`src/rtl/sli_pkg.sv`:
```
/*
  Shared constants and types for the asynchronous serial line interface.
  Assumes a single 40 MHz system clock.
*/
package sli_pkg;
  localparam int unsigned CLK_HZ = 40000000;
  localparam int unsigned BAUD_DEF = 9600;
  localparam int unsigned DATA_BITS = 8;
  localparam int unsigned FIFO_DEPTH = 4;
  localparam logic [1:0] PAR_NONE = 2'h0;
  localparam logic [1:0] PAR_ODD = 2'h1;
  localparam logic [1:0] PAR_EVEN = 2'h2;
  localparam logic [1:0] PROTO_LEGACY = 2'h0;
  localparam logic [1:0] PROTO_PEER = 2'h1;
  localparam logic [1:0] PROTO_PEER_EXT = 2'h2;
  localparam logic [1:0] PROTO_RTU = 2'h3;
  localparam logic LINE_IDLE = 1'b1;
  localparam logic START_LVL = 1'b0;
  localparam logic STOP_LVL = 1'b1;
  localparam int unsigned TMO_MS_DEF = 500;
  localparam int unsigned TMO_TICK_US = 1;
  localparam int unsigned TMO_TICK_CYC = CLK_HZ / 1000000 * TMO_TICK_US;

  typedef struct packed {
    logic [7:0] data;
    logic parity_err;
    logic overrun_err;
    logic framing_err;
  } rx_char_s;
endpackage

```
`src/rtl/sli_fifo.sv`:
```
/*
  Small synchronous FIFO with valid/ready on both sides.
  Assumes one clock and a synchronous active-low reset.
*/
`timescale 1ns/100ps
module sli_fifo #(
  parameter int WIDTH = 8,
  parameter int DEPTH = 4
)
(
  // Clock and reset
  input wire logic i_mclk,
  input wire logic i_nrst,
  // Fill side
  input wire logic i_in_valid,
  input wire logic [WIDTH-1:0] i_in_data,
  output logic o_in_ready,
  // Drain side
  output logic o_out_valid,
  output logic [WIDTH-1:0] o_out_data,
  input wire logic i_out_ready
);
  localparam int AW = $clog2(DEPTH);
  logic [WIDTH-1:0] mem_q [DEPTH];
  logic [AW-1:0] wr_q;
  logic [AW-1:0] rd_q;
  logic [AW:0] cnt_q;
  logic push;
  logic pop;

  assign o_in_ready = (cnt_q != (AW+1)'(DEPTH));
  assign o_out_valid = (cnt_q != '0);
  assign o_out_data = mem_q[rd_q];
  // A push into a full FIFO lands when the same cycle pops
  assign push = i_in_valid && (o_in_ready || pop);
  assign pop = o_out_valid && i_out_ready;

  always_ff @(posedge i_mclk)
  begin
    if (push)
    begin
      mem_q[wr_q] <= i_in_data;
    end
  end

  always_ff @(posedge i_mclk)
  begin
    if (!i_nrst)
    begin
      wr_q <= '0;
      rd_q <= '0;
      cnt_q <= '0;
    end
    else
    begin
      if (push)
      begin
        wr_q <= (wr_q == AW'(DEPTH-1)) ? '0 : wr_q + 1'b1;
      end
      if (pop)
      begin
        rd_q <= (rd_q == AW'(DEPTH-1)) ? '0 : rd_q + 1'b1;
      end
      if (push && !pop)
      begin
        cnt_q <= cnt_q + 1'b1;
      end
      else if (pop && !push)
      begin
        cnt_q <= cnt_q - 1'b1;
      end
    end
  end

  chk_fifo_no_overfill :
    assert property (@(posedge i_mclk) disable iff (!i_nrst)
      cnt_q <= (AW+1)'(DEPTH))
    else $error("fifo count above depth");
endmodule // sli_fifo

```
`src/rtl/sli_baud.sv`:
```
/*
  Bit-rate divider giving one-cycle enable pulses at sixteen times the rate.
  Assumes the divisor is set while the line is quiet.
*/
`timescale 1ns/100ps
module sli_baud #(
  parameter int DW = 16
)
(
  // Clock and reset
  input wire logic i_mclk,
  input wire logic i_nrst,
  // Divisor, in system cycles per oversample tick
  input wire logic [DW-1:0] i_div,
  // Tick
  output logic o_tick
);
  logic [DW-1:0] cnt_q;

  always_ff @(posedge i_mclk)
  begin
    if (!i_nrst)
    begin
      cnt_q <= '0;
      o_tick <= 1'b0;
    end
    else if (cnt_q >= i_div - 1'b1)
    begin
      cnt_q <= '0;
      o_tick <= 1'b1;
    end
    else
    begin
      cnt_q <= cnt_q + 1'b1;
      o_tick <= 1'b0;
    end
  end
endmodule // sli_baud

```
`src/rtl/sli_top.sv`:
```
/*
  Asynchronous serial line interface: transmitter, receiver with parity,
  overrun and framing checks, receive FIFO and response timeout.
  Assumes inputs synchronous to i_mclk; remote station uses the same rate.
*/
// Operation
// - Frame: start, eight data bits LSB first, optional parity, stop.
// - Odd parity: ones in data plus parity count odd.
// - Even parity: ones in data plus parity count even.
// - No parity: parity bit omitted, receiver skips parity check.
// - Legacy host-link protocol allows only odd or none parity.
// - Receiver checks parity of each character, flags mismatch.
// - New character before old taken overwrites it, flags overrun; here a 4-deep FIFO queues it and drops the oldest only when full.
// - Stop bit sampled; framing error when it is not 1.
// - Target must reply within limit, else timeout aborts transaction.
// - Headers ASCII, payload raw binary; bytes carried unchanged.
// - Detect start falling edge, sample each bit mid-period.
// - Line held at 1 after last bit and while idle.
// - Both ends use the same configured bit rate.
`timescale 1ns/100ps
module sli_top
  import sli_pkg::*;
#(
  parameter int DIV_W = 16,
  parameter int TMO_W = 24
)
(
  // Clock and reset
  input wire logic i_mclk,
  input wire logic i_nrst,
  // Configuration
  input wire logic [DIV_W-1:0] i_div,
  input wire logic [1:0] i_parity,
  input wire logic [1:0] i_protocol,
  input wire logic [TMO_W-1:0] i_tmo_limit,
  // Serial line
  input wire logic i_rxd,
  output logic o_txd,
  // Transmit request
  input wire logic i_tx_valid,
  input wire logic [7:0] i_tx_data,
  output logic o_tx_ready,
  // Receive character
  output logic o_rx_valid,
  output sli_pkg::rx_char_s o_rx_char,
  input wire logic i_rx_ready,
  // Sticky errors
  input wire logic i_err_ack,
  output logic o_parity_err,
  output logic o_overrun_err,
  output logic o_framing_err,
  // Response timeout
  input wire logic i_txn_start,
  input wire logic i_txn_reply,
  output logic o_txn_busy,
  output logic o_timeout
);
  import sli_pkg::*;

  typedef enum logic [2:0] {S_IDLE, S_START, S_DATA, S_PAR, S_STOP} bit_e;

  logic tick;
  logic [1:0] par_eff;
  logic par_on;
  logic par_odd;

  sli_baud #(.DW(DIV_W)) u_baud (
    .i_mclk(i_mclk),
    .i_nrst(i_nrst),
    .i_div(i_div),
    .o_tick(tick)
  );

  // Even parity is refused under the legacy protocol
  always_comb
  begin
    if (i_protocol == PROTO_LEGACY && i_parity == PAR_EVEN)
    begin
      par_eff = PAR_NONE;
    end
    else
    begin
      par_eff = i_parity;
    end
  end
  assign par_on = (par_eff == PAR_ODD) || (par_eff == PAR_EVEN);
  assign par_odd = (par_eff == PAR_ODD);

  // Transmitter
  bit_e tx_st_q;
  logic [3:0] tx_os_q;
  logic [2:0] tx_bit_q;
  logic [7:0] tx_sh_q;
  logic tx_par_q;
  logic tx_par_on_q;

  always_ff @(posedge i_mclk)
  begin
    if (!i_nrst)
    begin
      tx_st_q <= S_IDLE;
      tx_os_q <= 4'h0;
      tx_bit_q <= 3'h0;
      tx_sh_q <= 8'h00;
      tx_par_q <= 1'b0;
      tx_par_on_q <= 1'b0;
      o_txd <= LINE_IDLE;
      o_tx_ready <= 1'b0;
    end
    else
    begin
      o_tx_ready <= (tx_st_q == S_IDLE) && !(i_tx_valid && o_tx_ready);
      case (tx_st_q)
        S_IDLE:
        begin
          o_txd <= LINE_IDLE;
          if (i_tx_valid && o_tx_ready)
          begin
            tx_sh_q <= i_tx_data;
            tx_par_q <= (^i_tx_data) ^ par_odd;
            tx_par_on_q <= par_on;
            tx_os_q <= 4'h0;
            tx_bit_q <= 3'h0;
            tx_st_q <= S_START;
            o_txd <= START_LVL;
          end
        end
        S_START, S_DATA, S_PAR, S_STOP:
        begin
          if (tick)
          begin
            tx_os_q <= tx_os_q + 4'h1;
            if (tx_os_q == 4'hf)
            begin
              case (tx_st_q)
                S_START:
                begin
                  tx_st_q <= S_DATA;
                  o_txd <= tx_sh_q[0];
                end
                S_DATA:
                begin
                  tx_bit_q <= tx_bit_q + 3'h1;
                  if (tx_bit_q == 3'h7)
                  begin
                    tx_st_q <= tx_par_on_q ? S_PAR : S_STOP;
                    o_txd <= tx_par_on_q ? tx_par_q : STOP_LVL;
                  end
                  else
                  begin
                    o_txd <= tx_sh_q[tx_bit_q + 3'h1];
                  end
                end
                S_PAR:
                begin
                  tx_st_q <= S_STOP;
                  o_txd <= STOP_LVL;
                end
                default:
                begin
                  tx_st_q <= S_IDLE;
                  o_txd <= LINE_IDLE;
                end
              endcase
            end
          end
        end
        default:
        begin
          tx_st_q <= S_IDLE;
        end
      endcase
    end
  end

  // Receiver
  bit_e rx_st_q;
  logic [3:0] rx_os_q;
  logic [2:0] rx_bit_q;
  logic [7:0] rx_sh_q;
  logic rx_prev_q;
  logic rx_par_ok_q;
  logic rx_done;
  logic rx_ferr;
  logic mid;
  rx_char_s rx_new;

  assign mid = tick && (rx_os_q == 4'h7);
  assign rx_done = mid && (rx_st_q == S_STOP);
  assign rx_ferr = (i_rxd != STOP_LVL);

  always_ff @(posedge i_mclk)
  begin
    if (!i_nrst)
    begin
      rx_st_q <= S_IDLE;
      rx_os_q <= 4'h0;
      rx_bit_q <= 3'h0;
      rx_sh_q <= 8'h00;
      rx_prev_q <= LINE_IDLE;
      rx_par_ok_q <= 1'b1;
    end
    else
    begin
      rx_prev_q <= i_rxd;
      if (rx_st_q == S_IDLE)
      begin
        rx_os_q <= 4'h0;
        if (rx_prev_q == LINE_IDLE && i_rxd == START_LVL)
        begin
          rx_st_q <= S_START;
        end
      end
      else if (tick)
      begin
        rx_os_q <= rx_os_q + 4'h1;
        if (rx_os_q == 4'h7)
        begin
          case (rx_st_q)
            S_START:
            begin
              rx_st_q <= (i_rxd == START_LVL) ? S_DATA : S_IDLE;
              rx_bit_q <= 3'h0;
            end
            S_DATA:
            begin
              rx_sh_q <= {i_rxd, rx_sh_q[7:1]};
              rx_bit_q <= rx_bit_q + 3'h1;
              if (rx_bit_q == 3'h7)
              begin
                rx_st_q <= par_on ? S_PAR : S_STOP;
              end
            end
            S_PAR:
            begin
              rx_par_ok_q <= ((^rx_sh_q) ^ i_rxd) == par_odd;
              rx_st_q <= S_STOP;
            end
            default:
            begin
              rx_st_q <= S_IDLE;
            end
          endcase
        end
      end
    end
  end

  always_comb
  begin
    rx_new.data = rx_sh_q;
    rx_new.parity_err = par_on && !rx_par_ok_q;
    rx_new.framing_err = rx_ferr;
    rx_new.overrun_err = 1'b0;
  end

  // Receive FIFO; full FIFO drops oldest to keep newest
  logic fifo_in_ready;
  logic fifo_out_valid;
  logic fifo_drop;
  rx_char_s fifo_out;
  logic ovr_pend_q;

  assign fifo_drop = rx_done && !fifo_in_ready && !i_rx_ready;

  sli_fifo #(.WIDTH($bits(rx_char_s)), .DEPTH(FIFO_DEPTH)) u_fifo (
    .i_mclk(i_mclk),
    .i_nrst(i_nrst),
    .i_in_valid(rx_done),
    .i_in_data(rx_new),
    .o_in_ready(fifo_in_ready),
    .o_out_valid(fifo_out_valid),
    .o_out_data(fifo_out),
    .i_out_ready(!o_rx_valid || i_rx_ready || fifo_drop)
  );

  // Output holding register
  always_ff @(posedge i_mclk)
  begin
    if (!i_nrst)
    begin
      o_rx_valid <= 1'b0;
      o_rx_char <= '0;
      ovr_pend_q <= 1'b0;
    end
    else
    begin
      if (fifo_drop)
      begin
        ovr_pend_q <= 1'b1;
      end
      if (fifo_out_valid && (!o_rx_valid || i_rx_ready || fifo_drop))
      begin
        o_rx_valid <= 1'b1;
        o_rx_char <= fifo_out;
        o_rx_char.overrun_err <= ovr_pend_q || fifo_drop;
        ovr_pend_q <= 1'b0;
      end
      else if (i_rx_ready)
      begin
        o_rx_valid <= 1'b0;
      end
    end
  end

  // Sticky error flags; a new error beats the acknowledge
  always_ff @(posedge i_mclk)
  begin
    if (!i_nrst)
    begin
      o_parity_err <= 1'b0;
      o_overrun_err <= 1'b0;
      o_framing_err <= 1'b0;
    end
    else
    begin
      o_parity_err <= (o_parity_err && !i_err_ack)
        || (rx_done && rx_new.parity_err);
      o_framing_err <= (o_framing_err && !i_err_ack)
        || (rx_done && rx_ferr);
      o_overrun_err <= (o_overrun_err && !i_err_ack) || fifo_drop;
    end
  end

  // Response timeout in microsecond ticks
  logic [TMO_W-1:0] tmo_cnt_q;
  logic [7:0] us_q;
  logic us_tick;

  assign us_tick = (us_q == 8'(TMO_TICK_CYC - 1));

  always_ff @(posedge i_mclk)
  begin
    if (!i_nrst || !o_txn_busy || us_tick)
    begin
      us_q <= 8'h00;
    end
    else
    begin
      us_q <= us_q + 8'h01;
    end
  end

  always_ff @(posedge i_mclk)
  begin
    if (!i_nrst)
    begin
      o_txn_busy <= 1'b0;
      o_timeout <= 1'b0;
      tmo_cnt_q <= '0;
    end
    else
    begin
      o_timeout <= 1'b0;
      if (i_txn_start)
      begin
        o_txn_busy <= 1'b1;
        tmo_cnt_q <= '0;
      end
      else if (o_txn_busy && i_txn_reply)
      begin
        o_txn_busy <= 1'b0;
      end
      else if (o_txn_busy && us_tick)
      begin
        tmo_cnt_q <= tmo_cnt_q + 1'b1;
        if (tmo_cnt_q + 1'b1 >= i_tmo_limit)
        begin
          o_txn_busy <= 1'b0;
          o_timeout <= 1'b1;
        end
      end
    end
  end

  // Checks
  chk_idle_line_high :
    assert property (@(posedge i_mclk) disable iff (!i_nrst)
      (tx_st_q == S_IDLE && $past(tx_st_q) == S_IDLE) |-> o_txd)
    else $error("idle line not high");

  chk_stop_bit_high :
    assert property (@(posedge i_mclk) disable iff (!i_nrst)
      (tx_st_q == S_STOP) |-> o_txd)
    else $error("stop bit not high");

  chk_legacy_no_even :
    assert property (@(posedge i_mclk) disable iff (!i_nrst)
      (i_protocol == PROTO_LEGACY) |-> (par_eff != PAR_EVEN))
    else $error("even parity under legacy protocol");

  chk_tx_parity_sense :
    assert property (@(posedge i_mclk) disable iff (!i_nrst)
      (tx_st_q == S_PAR) |-> ((^tx_sh_q) ^ o_txd) == par_odd)
    else $error("wrong transmit parity");

  chk_no_parity_skip :
    assert property (@(posedge i_mclk) disable iff (!i_nrst)
      (!tx_par_on_q) |-> (tx_st_q != S_PAR))
    else $error("parity bit sent with parity off");

  chk_framing_sticky :
    assert property (@(posedge i_mclk) disable iff (!i_nrst)
      (rx_done && rx_ferr) |=> o_framing_err)
    else $error("framing error not flagged");

  chk_parity_sticky :
    assert property (@(posedge i_mclk) disable iff (!i_nrst)
      (o_parity_err && !i_err_ack) |=> o_parity_err)
    else $error("parity flag dropped without ack");

  chk_overrun_flag :
    assert property (@(posedge i_mclk) disable iff (!i_nrst)
      fifo_drop |=> o_overrun_err)
    else $error("overrun not flagged");

  chk_timeout_ends :
    assert property (@(posedge i_mclk) disable iff (!i_nrst)
      o_timeout |-> !o_txn_busy && $past(o_txn_busy))
    else $error("timeout without busy transaction");
endmodule // sli_top

```
`config.mk`:
```
export PLATFORM = sky130hd
export DESIGN_NAME = sli_top
export DESIGN_NICKNAME = d
export VERILOG_FILES = /design/src/rtl/sli_pkg.sv /design/src/rtl/sli_fifo.sv /design/src/rtl/sli_baud.sv /design/src/rtl/sli_top.sv
export SDC_FILE = /design/constraint.sdc
export NUM_CORES = 1
export LEC_CHECK = 0
export ABC_AREA = 1
export ABC_CLOCK_PERIOD_IN_PS = 5200
export BUFFER_PORTS_ARGS = -buffer_cell sky130_fd_sc_hd__buf_4
export CELL_PAD_IN_SITES_DETAIL_PLACEMENT = 0
export CELL_PAD_IN_SITES_GLOBAL_PLACEMENT = 1
export CORE_ASPECT_RATIO = 0.5
export CORE_UTILIZATION = 49
export CTS_BUF_LIST = sky130_fd_sc_hd__clkbuf_8
export CTS_CLUSTER_SIZE = 8
export DETAILED_ROUTE_END_ITERATION = 10
export PLACE_DENSITY_LB_ADDON = 0.05
export SKIP_CTS_REPAIR_TIMING = 1
export SLEW_MARGIN = 5
export SYNTH_ARGS = -nofsm -noshare
export SYNTH_HDL_FRONTEND = slang
export SYNTH_SLANG_ARGS = --single-unit
```
`constraint.sdc`:
```
create_clock -name i_mclk -period 5.2 [get_ports i_mclk]
set_input_delay 0 -clock i_mclk [delete_from_list [all_inputs] [get_ports i_mclk]]
set_output_delay 0 -clock i_mclk [all_outputs]
set_load 0.005 [all_outputs]
```
# After elaboration in Yosys (flattened, before gate mapping)
# Memories as Yosys holds them, arrays and structs flattened. A register that Yosys moved wholly into a read port is not among the register bits.
# Index checks and enable logic that the tools add are counted.
# totals
register_bits	106
ramBits	40
in_bits	60
out_inout_bits	19
wordCells	199
memories	1
# mem_list
memory	depth	width	read_ports	rd_ports_with_merged_regs	wr	line_no	text
u_fifo.mem_q	4	10	1	1	1	sli_fifo.sv:24	logic [WIDTH-1:0] mem_q [DEPTH];
# op_classes
addsub	12
n_lt_le_gt_ge	3
eq_ne	27
n_mux	48
bitwise_logic	7
n_reduce_logical	72
# ops
operator	n
$mux 3	17
$add 24x1->24 const B	1
$ge 24x24->1	1
$logic_and 1x1->1	20
$reduce_and 4->1	5
$pmux 3 s2	3
$pmux 3 s3	2
$add 16x1->16 const B	1
$ge 16x16->1	1
$mux 1	16
$reduce_xor 8->1	2
$sub 16x1->16 const B	1
$eq 3x2->1 const B	4
$eq 3x3->1 const B	4
$reduce_bool 2->1	6
$logic_not 1->1	11
$logic_or 1x1->1	10
$add 3x1->3 const B	3
$ne 3x3->1 const B	3
$reduce_bool 3->1	3
$add 4x1->4 const B	2
$add 8x1->8 const B	1
$eq 2x2->1 const B	4
$eq 8x6->1 const B	1
24 further kinds	47

# Depth between registers and ports, before layout
# Gate-level depths: netlist of the first run.
# depth
ltp_word	13
ltp_mapped	20
mapped_depth_nobuf	20

# Modules after synthesis
# Synthesis of the first run repeated with hierarchy kept, for this count alone.
# unflattened
hier_cells	1133
area_unflattened_um2	8871.0
# modules_own_cells
mod	n_inst	cells_per_inst	area_per_inst_um2	seq_area_each_um2
sli_top	1	735	5161.2	1841.8
sli_fifo	1	176	2154.6	1501.4
sli_baud	1	222	1555.2	340.3

# Least setup slack after synthesis of the first run
# No wires, ideal clock.
# synth_timing
path_kind	input-to-reg
start	in i_div[0]
end	reg u_baud.cnt_q[10]
setup_ns	0.116
t_arrival_ns	2.215
required_time_ns	5.084
setup_slack_ns	2.869
cell_stages	20
n_path_buf	1
path_cell_list	inv_1 -> ha_1 -> nand2_1 -> nor2_1 -> nand2_1 -> nor2_1 -> inv_1 -> nor2_1 -> nand3_1 -> xor2_1 -> inv_1 -> ha_1 -> nand2_1 -> inv_1 -> nand3_1 -> nor3_1 -> nand3_1 -> nand4_1 -> buf_2 -> nor2_1
# synth_between
elab_chain_cells	3
# synth_lines
item	line_no	text
start: declaration	sli_top.sv:32	input wire logic [DIV_W-1:0] i_div,
$sub 16x1->16	sli_baud.sv:27	else if (cnt_q >= i_div - 1'b1)
$ge 16x16->1	sli_baud.sv:27	
$reduce_or 2->1 (no line)	--	
end signal: assignment	sli_baud.sv:34	cnt_q <= cnt_q + 1'b1;
end: declaration	sli_baud.sv:18	logic [DW-1:0] cnt_q;
# No other way between the ends.
# A chain may end at the register's enable or synchronous reset.

# Worst setup path after layout of the first run
# layout_timing
start	reg tmo_cnt_q[0]
end	reg o_txn_busy
# layout_between
elab_chain_cells	4
# layout_lines
item	line_no	text
start: declaration	sli_top.sv:326	logic [TMO_W-1:0] tmo_cnt_q;
start signal: assignment	sli_top.sv:366	tmo_cnt_q <= tmo_cnt_q + 1'b1;
$add 24x1->24	sli_top.sv:367	if (tmo_cnt_q + 1'b1 >= i_tmo_limit)
$ge 24x24->1	sli_top.sv:367	
$reduce_bool 3->1 (no line)	--	
$reduce_and 2->1 (no line)	--	
end signal: assignment	sli_top.sv:357	o_txn_busy <= 1'b1;
end signal: assignment	sli_top.sv:362	o_txn_busy <= 1'b0;
end signal: assignment	sli_top.sv:369	o_txn_busy <= 1'b0;
end: declaration	sli_top.sv:55	output logic o_txn_busy,
# No other way between the ends.

==> results of run 1 <==
## logic make-up (layout without fill, tap and decap cells)
logic type | Yosys count | in the layout | synth area share
AO/OA/AOI/OAI | 193 | 193 | 0.125
XOR/XNOR | 54 | 54 | 0.0571
buffers and inverters | 191 | 291 | 0.0896
AND/OR/NAND/NOR | 434 | 434 | 0.223
multiplexers | 1 | 1 | 0.00119
adder cells (fa/ha/maj) | 57 | 57 | 0.0856
flip-flops | 156 | 156 | 0.419
## metal layers
metal | track usage | wire length (µm) | vias to the layer above | part of all wire
li1 | - | - | 3701 | -
met1 | 0.255 | 8560 | 3113 | 0.50
met2 | 0.340 | 7770 | 86 | 0.46
met3 | 0.0412 | 467 | 15 | 0.028
met4 | 0.0533 | 160 | 0 | 0.0094
met5 | 0 | 0 | - | 0
## worst paths after layout
kind | from | endpoint | cells past startpoint
worst max register to register | tmo_cnt_q[0] | o_txn_busy | 18
worst max-delay path | tmo_cnt_q[0] | o_txn_busy | 18
worst min-delay path | i_rx_ready | ovr_pend_q | 6
worst min register to register | us_q[0] | us_q[0] | 1
## per-stage QoR
step | instances | hold WS [ns] | utilization | setup slack, ns | area, µm²
2_1_floorplan | 1086 | 0.134 | - | 2.87 | 8420
3_3_place_gp | 1367 | 0.249 | 0.552 | 2.34 | 9170
3_5_place_dp | 1367 | 0.253 | 0.552 | 2.19 | 9170
4_1_cts | 1399 | -0.228 | 0.577 | 2.36 | 9570
5_1_grt | 1413 | 0.0164 | 0.585 | 1.45 | 9710
6_report | 1413 | -0.0149 | 0.585 | 1.77 | 9710
## synth_stat cells, types with 3 or more instances
library cell	number
nor2_2	5
edfxtp_1	40
nand3_4	3
xnor2_1	23
xor2_1	30
nor3_1	11
or2_2	4
inv_2	6
buf_2	7
nand2_1	159
and3_1	3
nor3b_1	4
clkbuf_1	14
a31oi_1	3
inv_1	158
dfxtp_1	116
ha_1	56
nand3b_1	3
nand4_1	15
nand3_1	40
o21ai_1	22
a21oi_1	70
nor2_1	177
a211oi_1	7
o32ai_1	10
o211ai_1	3
o21ai_0	72
## power by group through the flow
stage,Combinational (µW),Sequential [µW],Clock (µW)
after global routing,795,1460,1020
final,683,1440,946
after floorplan,515,1430,0
after CTS,685,1440,969
after global placement,676,1470,0
after detailed placement,682,1470,0
## worst register-to-register path, stage by stage, from the launching register on
cell           delay [ns]
dfxtp_1              0.42
ha_1                 0.24
nand4_1              0.14
nor2_1               0.26
nand2_1              0.13
nor2_1               0.22
nand2_1              0.12
xor2_1               0.18
ha_1                 0.28
nand2_1              0.05
nor2_1               0.13
nand4_1              0.14
nor2_1               0.13
nand2_1              0.06
nand2_1              0.10
nand2_1              0.05
nand2_1              0.05
a21oi_1              0.05
dlygate4sd3_1        0.59
## flip-flops by register name, indices dropped and copies added (netlist names), 2 cells and up
register / flops
rx_bit_q: 3
tx_os_q: 4
u_fifo.wr_q: 2
u_baud.cnt_q: 16
rx_st_q: 3
u_fifo.rd_q: 2
u_fifo.cnt_q: 3
o_rx_char: 11
tx_st_q: 3
tx_sh_q: 8
rx_os_q: 4
rx_sh_q: 8
us_q: 8
tx_bit_q: 3
u_fifo.mem_q: 40
tmo_cnt_q: 24
## placed cells by master, fill, tap and decap left out, drive strengths merged, types with 4 or more instances in the layout
cell | synthesis | layout
a21oi | 70 | 70
dlygate4sd3 | 0 | 14
o32ai | 10 | 10
nand3 | 43 | 43
dfxtp | 116 | 116
edfxtp | 40 | 40
nand4 | 15 | 15
nor2 | 184 | 184
xnor2 | 23 | 23
o21ai | 94 | 94
xor2 | 31 | 31
or2 | 5 | 5
clkinv | 2 | 6
ha | 56 | 56
a211oi | 7 | 7
buf | 11 | 79
clkbuf | 14 | 17
nand2 | 162 | 162
nor3 | 13 | 13
inv | 164 | 170
nor3b | 4 | 4
## area by class of cell
| class | count | area [µm²] | share of cell area |
|---|---|---|---|
| Clock buffer | 17 | 234 | 0.0241 |
| Clock inverter | 15 | 169 | 0.0174 |
| Inverter | 166 | 626 | 0.0644 |
| Multi-Input combinational cell | 739 | 4140 | 0.426 |
| Sequential cell | 156 | 3520 | 0.363 |
| Tap cell | 227 | 284 | 0.0293 |
| Timing Repair Buffer | 93 | 733 | 0.0755 |
==> results.md, run 1 <==
- Across the routed clock network, the largest skew measured is ~0.014 ns.
- Counting both buffers and inverters, the worst setup path holds a total of 1.
- The weighted congestion reported at the end of routability-driven placement is 0.796.
- The clock-pin slew on the worst setup and hold paths is 0.09 ns.
- The first global-routing pass estimated 28.1 mm of wire.
- The Yosys step of the flow raised 0 warnings.
- The initial antenna violation count came to 0.
- Among all flip-flop cells after synthesis, the most frequent one is dfxtp_1.
- Data on the critical path arrives at its endpoint at about 3.8 ns.
- The period utilization is 0.659.
- The TritonCTS clock tree is yes.
- The share of the Yosys chip area taken by registers is 0.419.
- The maximum single-stage delay on the critical path is around 0.59 ns.
- The sum of overflow across all layers after global routing is 0.
- The sequential cell fraction of total power is 0.469.
- The largest driver fanout on the critical path is 5.
- The signal on the critical path passes through ha_1, nand4_1, nor2_1, nand2_1, nor2_1, nand2_1, xor2_1, ha_1, nand2_1, nor2_1, nand4_1, nor2_1, nand2_1, nand2_1, nand2_1, nand2_1, a21oi_1, dlygate4sd3_1.
- Hold timing on the final database bottoms out at a slack of -0.0149 ns.
- The worst setup path is of the reg2reg kind.
- In this run the tool buffered the top-level ports with 78 buffer cells.
- Summed over all instances, the cell type with the most area after synthesis is dfxtp_1.
- The initial core utilization is 0.507.
- Entering global routing, the biggest net connects 47 pins.
- The count of maximum capacitance violations is 0.
- The power per cell area is roughly 320 mW/mm².
- The average instance in the mapped netlist occupies between 7 and 8 µm².
- In the global route stage, overall resource usage came out at 0.198.
- In this run the horizontal extent of the chip is between 150 and 200 µm.
- The first TritonRoute pass finished after 5 iterations.
- The headroom to the max-slew limit is 0.384.
- The number of flip-flops and latches in the synthesized netlist is around 160.
- Of the total power, the share spent switching nets is 0.312.
- The kind of launch point of the worst setup path is a flip-flop.
- The root buffer selected by CTS is clkbuf_8.
- The kind of cell with the highest combined delay on the critical path is simple AND/OR/NAND/NOR gates.
- The final-report max-slew violation count is 0.
- Ranked by total cell area, the synthesized netlist is headed by dfxtp_1, edfxtp_1, ha_1.
- IR analysis of the VDD net gives a maximum drop of 0.000186 V.
- The fraction of power consumed by combinational cells is 0.222.
- Once detail routing completed, the nets flagged for antenna violations numbered 0.
- The capturing element type of the critical path is a flip-flop.
- Cell internal power was estimated by the tool at around 2100 µW.
- The layout has ~1600 filler cells.
- The number of failing hold endpoints at the final stage is 1.
- The run finished, with violations left.
- The slew at the pin with the worst max-slew slack is between 0.9 and 1 ns.
- Static timing analysis puts the maximum clock frequency at 292 MHz.
- The deepest level of the CTS H-tree is 4.
- The cell that appears most often on the critical path is nand2_1.
- Setup repair after global routing left no endpoint under its margin.
- The leakage power of the design is 0.00444 µW.
- At the end of the flow, the number of nets in the layout was roughly 1300.
- Using the TritonRoute via totals, the vias-per-cell ratio works out to between 4 and 5.
- The total area inside the core boundary comes to 0.0166 mm².
- Relative to the synthesized area, the layout overhead comes to 15.3%.
- The time the final worst path needs with I/O delays and setup is 3.43 ns.
- The total power consumption of the routed design is 3070 µW.
- The final-layout setup total negative slack is 0 ns.
- Yosys mapped a number of flops with a built-in enable equal to 40.
- The switching power total is between 900 and 1000 µW.
- In this run, distinct cell masters in the synthesized netlist total between 40 and 50.
- The highest-delay cell along the critical path is dlygate4sd3_1.
- The number of cell rows is 33.
- The final routed DRC violation total is 0.
- The die extent in y is ~95 µm.
- At the worst endpoint, the required time is around 5.6 ns.
- Dividing the detail-routed wire length by the instance count gives around 12 µm.
- The clock tree buffer depth is 2.
- The share of Yosys cell area claimed by the top area cell type is 0.276.
- The share of total power in the clock network is 0.308.
- The via count of the first global-routing pass came to between 6000 and 7000.
- The area of the mapped netlist is 0.00842 mm².
- The net count of the mapped netlist is 1203.
- Of the cells placed in the final design, the portion with a size suffix greater than 1 is 0.116.
- Synthesis handed over a netlist of 1086 instances.
- Wires add up to 17.0 mm.
- The clock latency at the later pin of the worst-skew pair is approximately 0.45 ns.
- The wire-length estimate of the detail-placed layout is ~12 mm.
- The total vias in the final route is a little under 7000.
- The final reports fail on negative hold slack.
- The number of buffers inserted during clock tree synthesis is 17.
- The fraction of registers with async set/reset is 0.
- The starting DRC count in detailed routing is 319.
- The antenna cell count is 0.
- The classification of the worst-slack hold path is in2reg.
- In this run the register-to-register setup slack is between 1.5 and 2 ns.
- The clock drives between 150 and 200 sinks.
- The total setup violations reported at the end of the flow is 0.
- The die covers 0.0177 mm².
- The number of top-level design ports is 79.
Power figures use the tool's default switching activity.
==> inputs of run 2 (changes only) <==
Settings changed: ABC_CLOCK_PERIOD_IN_PS 5200 to 3100, CORE_UTILIZATION 49 to 41.
Clock period 5.2 ns to 3.1 ns, I/O delays scaled along.
==> results.md, run 2 (synthesized netlist as in run 1, its figures left out) <==
- The flow ran to the end, and the final reports show no timing, DRC or antenna violations.
- Ranked by flip-flop count, first place goes to u_fifo.mem_q.
- The number of flip-flops under the largest register name is 40.
- The clock net in this run drives a total of between 150 and 200 sinks.
- The beginning of the worst hold path is i_parity[0].
- The reg-to-reg critical path startpoint is tmo_cnt_q[0].
- The largest registers in the layout are u_fifo.mem_q x40, tmo_cnt_q x24, u_baud.cnt_q x16.
- The global-route wire length before repair is slightly above 30 mm.
- Setup violations remaining at the end of the flow were counted as 0.
- The clock tree buffer depth is 2.
- In the final design database the tool counted 1302 nets.
- The count of maximum capacitance violations is 0.
- The total area inside the core boundary comes to 0.0198 mm².
- The die extent in y is approximately 100 µm.
- The most critical setup path has its startpoint at tmo_cnt_q[0].
- The critical path goes through ha_1, nand4_1, nor2_1, nand2_1, nor2_1, nand2_1, xor2_1, ha_1, nand2_1, nor2_1, nand4_1, nor2_1, nand2_1, nand2_1, nand2_1, nand2_1, a21oi_1.
- The number of top-level design ports is 79.
- In the final routed layout, each cell accounts on average for around 13 µm.
- The final-layout setup total negative slack is 0 ns.
- In this run, placement finished with an instance count of between 1000 and 1500.
- The kind of cell with the highest combined delay on the critical path is simple AND/OR/NAND/NOR gates.
- The worst path buffer plus inverter count is 0.
- The final-report max-slew violation count is 0.
- The required arrival time at the worst endpoint is around 3.4 ns.
- The clock latency at the later pin of the worst-skew pair is between 0.4 and 0.5 ns.
- Setup repair after global routing left no endpoint under its margin.
- The ratio of cells with drive above 1 in the final layout is 0.124.
- The detailed-placement wirelength estimate is 13.3 mm.
- The library cells used most frequently in the layout, excluding fill and tap cells, are nor2_1, inv_1, nand2_1, dfxtp_1, buf_4.
- The combined global-route utilization of all metal layers is 0.183.
- The root buffer selected by CTS is clkbuf_8.
- The initial antenna violation count is 0.
- The sequential cell area is 0.00352 mm².
- The TritonCTS clock tree is yes.
- Dividing the detail-routed via count by the number of cells gives ~4.8.
- Counting the buffers created by CTS gives 17.
- The total power consumption of the routed design is a little over 5000 µW.
- The finished cells cover roughly 0.0098 mm².
- The non-filler instance count after layout is around 1500.
- The worst setup path is launched from a flip-flop.
- The setup slack of the most critical reg-to-reg path is ~0.38 ns.
- The largest driver fanout on the critical path is 5.
- At the worst endpoint, the arrival time is 3.04 ns.
- Relative to the synthesized area, the layout overhead comes to 16.8%.
- The power per cell area is 526 mW/mm².
- The cell area after placement is 0.00930 mm².
- In this run the tightest slew margin relative to its limit is 0.473.
- Detailed routing inserted a total of ~7000 vias.
- For this run, the top clock speed supported by timing is 368 MHz.
- The period utilization is 0.876.
- Setup slack on the critical path of the routed design comes to 0.384 ns.
- By startpoint and endpoint, the worst setup path is classified as reg2reg.
- The wire length reported by the detailed router is ~18 mm.
- After clock tree synthesis, the clock-pin slew on the worst setup and hold paths is approximately 0.09 ns.
- Clock skew on the completed layout was measured at around 0.014 ns.
- The most common library cell in the layout ignoring fill and taps is nor2_1.
- The final routed DRC violation total is 0.
- The deepest level of the CTS H-tree is 4.
- The number of failing hold endpoints at the final stage is 0.
- The die covers approximately 0.021 mm².
- Routability-driven placement finished with a final weighted congestion of between 0.8 and 0.9.
- STA classifies the critical path endpoint as a flip-flop.
- The maximum single-stage delay on the critical path is approximately 0.4 ns.
- The number of routed nets with antenna violations is 0.
- The highest-delay cell along the critical path is dfxtp_1.
- The sum of overflow across all layers after global routing is 0.
- For this configuration, the core starts out at a cell density of 0.426.
- After filler insertion, the fill cell instance count of the layout stands at 1965.
- For this block, the initial DRC count from the detailed router was 332.
- The smallest clock period supported by the final layout is computed as between 2 and 3 ns.
- At the placement stage, the worst setup path has a slack of roughly 0.39 ns.
- Summing all multi-input logic gate instances after layout gives a little over 0.004 mm².
- The via count of the first global-routing pass is 6434.
- The maximum number of pins on one net before global-route repair is between 40 and 50.
- The maximum vdd drop is roughly 0.00025 V.
- For this design the static power due to leakage is around 0.0046 µW.
- The antenna cell count is 0.
- The classification of the worst-slack hold path is in2reg.
- The cell that appears most often on the critical path is nand2_1.
- Buffers placed on the I/O ports in this run total a little under 80.
- The number of cell rows is 36.
- The first detailed-routing pass took 5 iterations.
- Measured along the x axis, the die boundary spans 205 µm.
- At the pin with the least slew margin, the transition time is slightly below 0.8 ns.
run 2: cell types whose count changed in the layout (fill, tap and decap cells not counted), sizes merged:
cell,delta
buf,+11
bufinv,-1
clkinv,+2
clkinvlp,-1
dlygate4sd3,+1
run 2: area by class of cell:
type / count / area share
multi-input cells: 739 / 0.421
well taps: 266 / 0.0339
clock buffers: 17 / 0.0238
repair buffers: 105 / 0.0840
inverters: 166 / 0.0636
flip-flops and latches: 156 / 0.358
clock inverters: 15 / 0.0153
run 2: routing by layer:
metal	part of all wire	track usage	vias to the layer above
li1	-	-	3728
met1	0.49	0.237	3156
met2	0.46	0.303	79
met3	0.031	0.0407	25
met4	0.017	0.0654	0
met5	0	0	-
run 2: worst reg2reg max path, delay by kind of cell, from the launching register on:
kind / cells / cell delay, ns
and+or+nand+nor: 13 / 1.45
DFF: 1 / 0.40
adders and majority gates: 2 / 0.52
AOI/OAI and AO/OA: 1 / 0.05
xor gates and xnor gates: 1 / 0.16
run 2: per-stage QoR:
| step | util | hold WS [ns] |
|---|---|---|
| 4_1_cts | 0.490 | -0.270 |
| 3_3_place_gp | 0.470 | 0.252 |
| 5_1_grt | 0.497 | 0.0650 |
| 6_report | 0.497 | 0.0662 |
| 2_1_floorplan | - | 0.134 |
| 3_5_place_dp | 0.470 | 0.250 |
run 2: final timing paths:
kind / cells after the start / endpoint
setup / recovery: 17 / o_txn_busy
hold reg to reg: 1 / us_q[0]
setup reg to reg: 17 / o_txn_busy
hold / removal: 6 / rx_st_q[0]
run 2: power by group:
part	internal, µW	total, µW	switching, µW
Sequential	2250	2370	127
Combinational	526	1250	728
Clock	718	1550	830
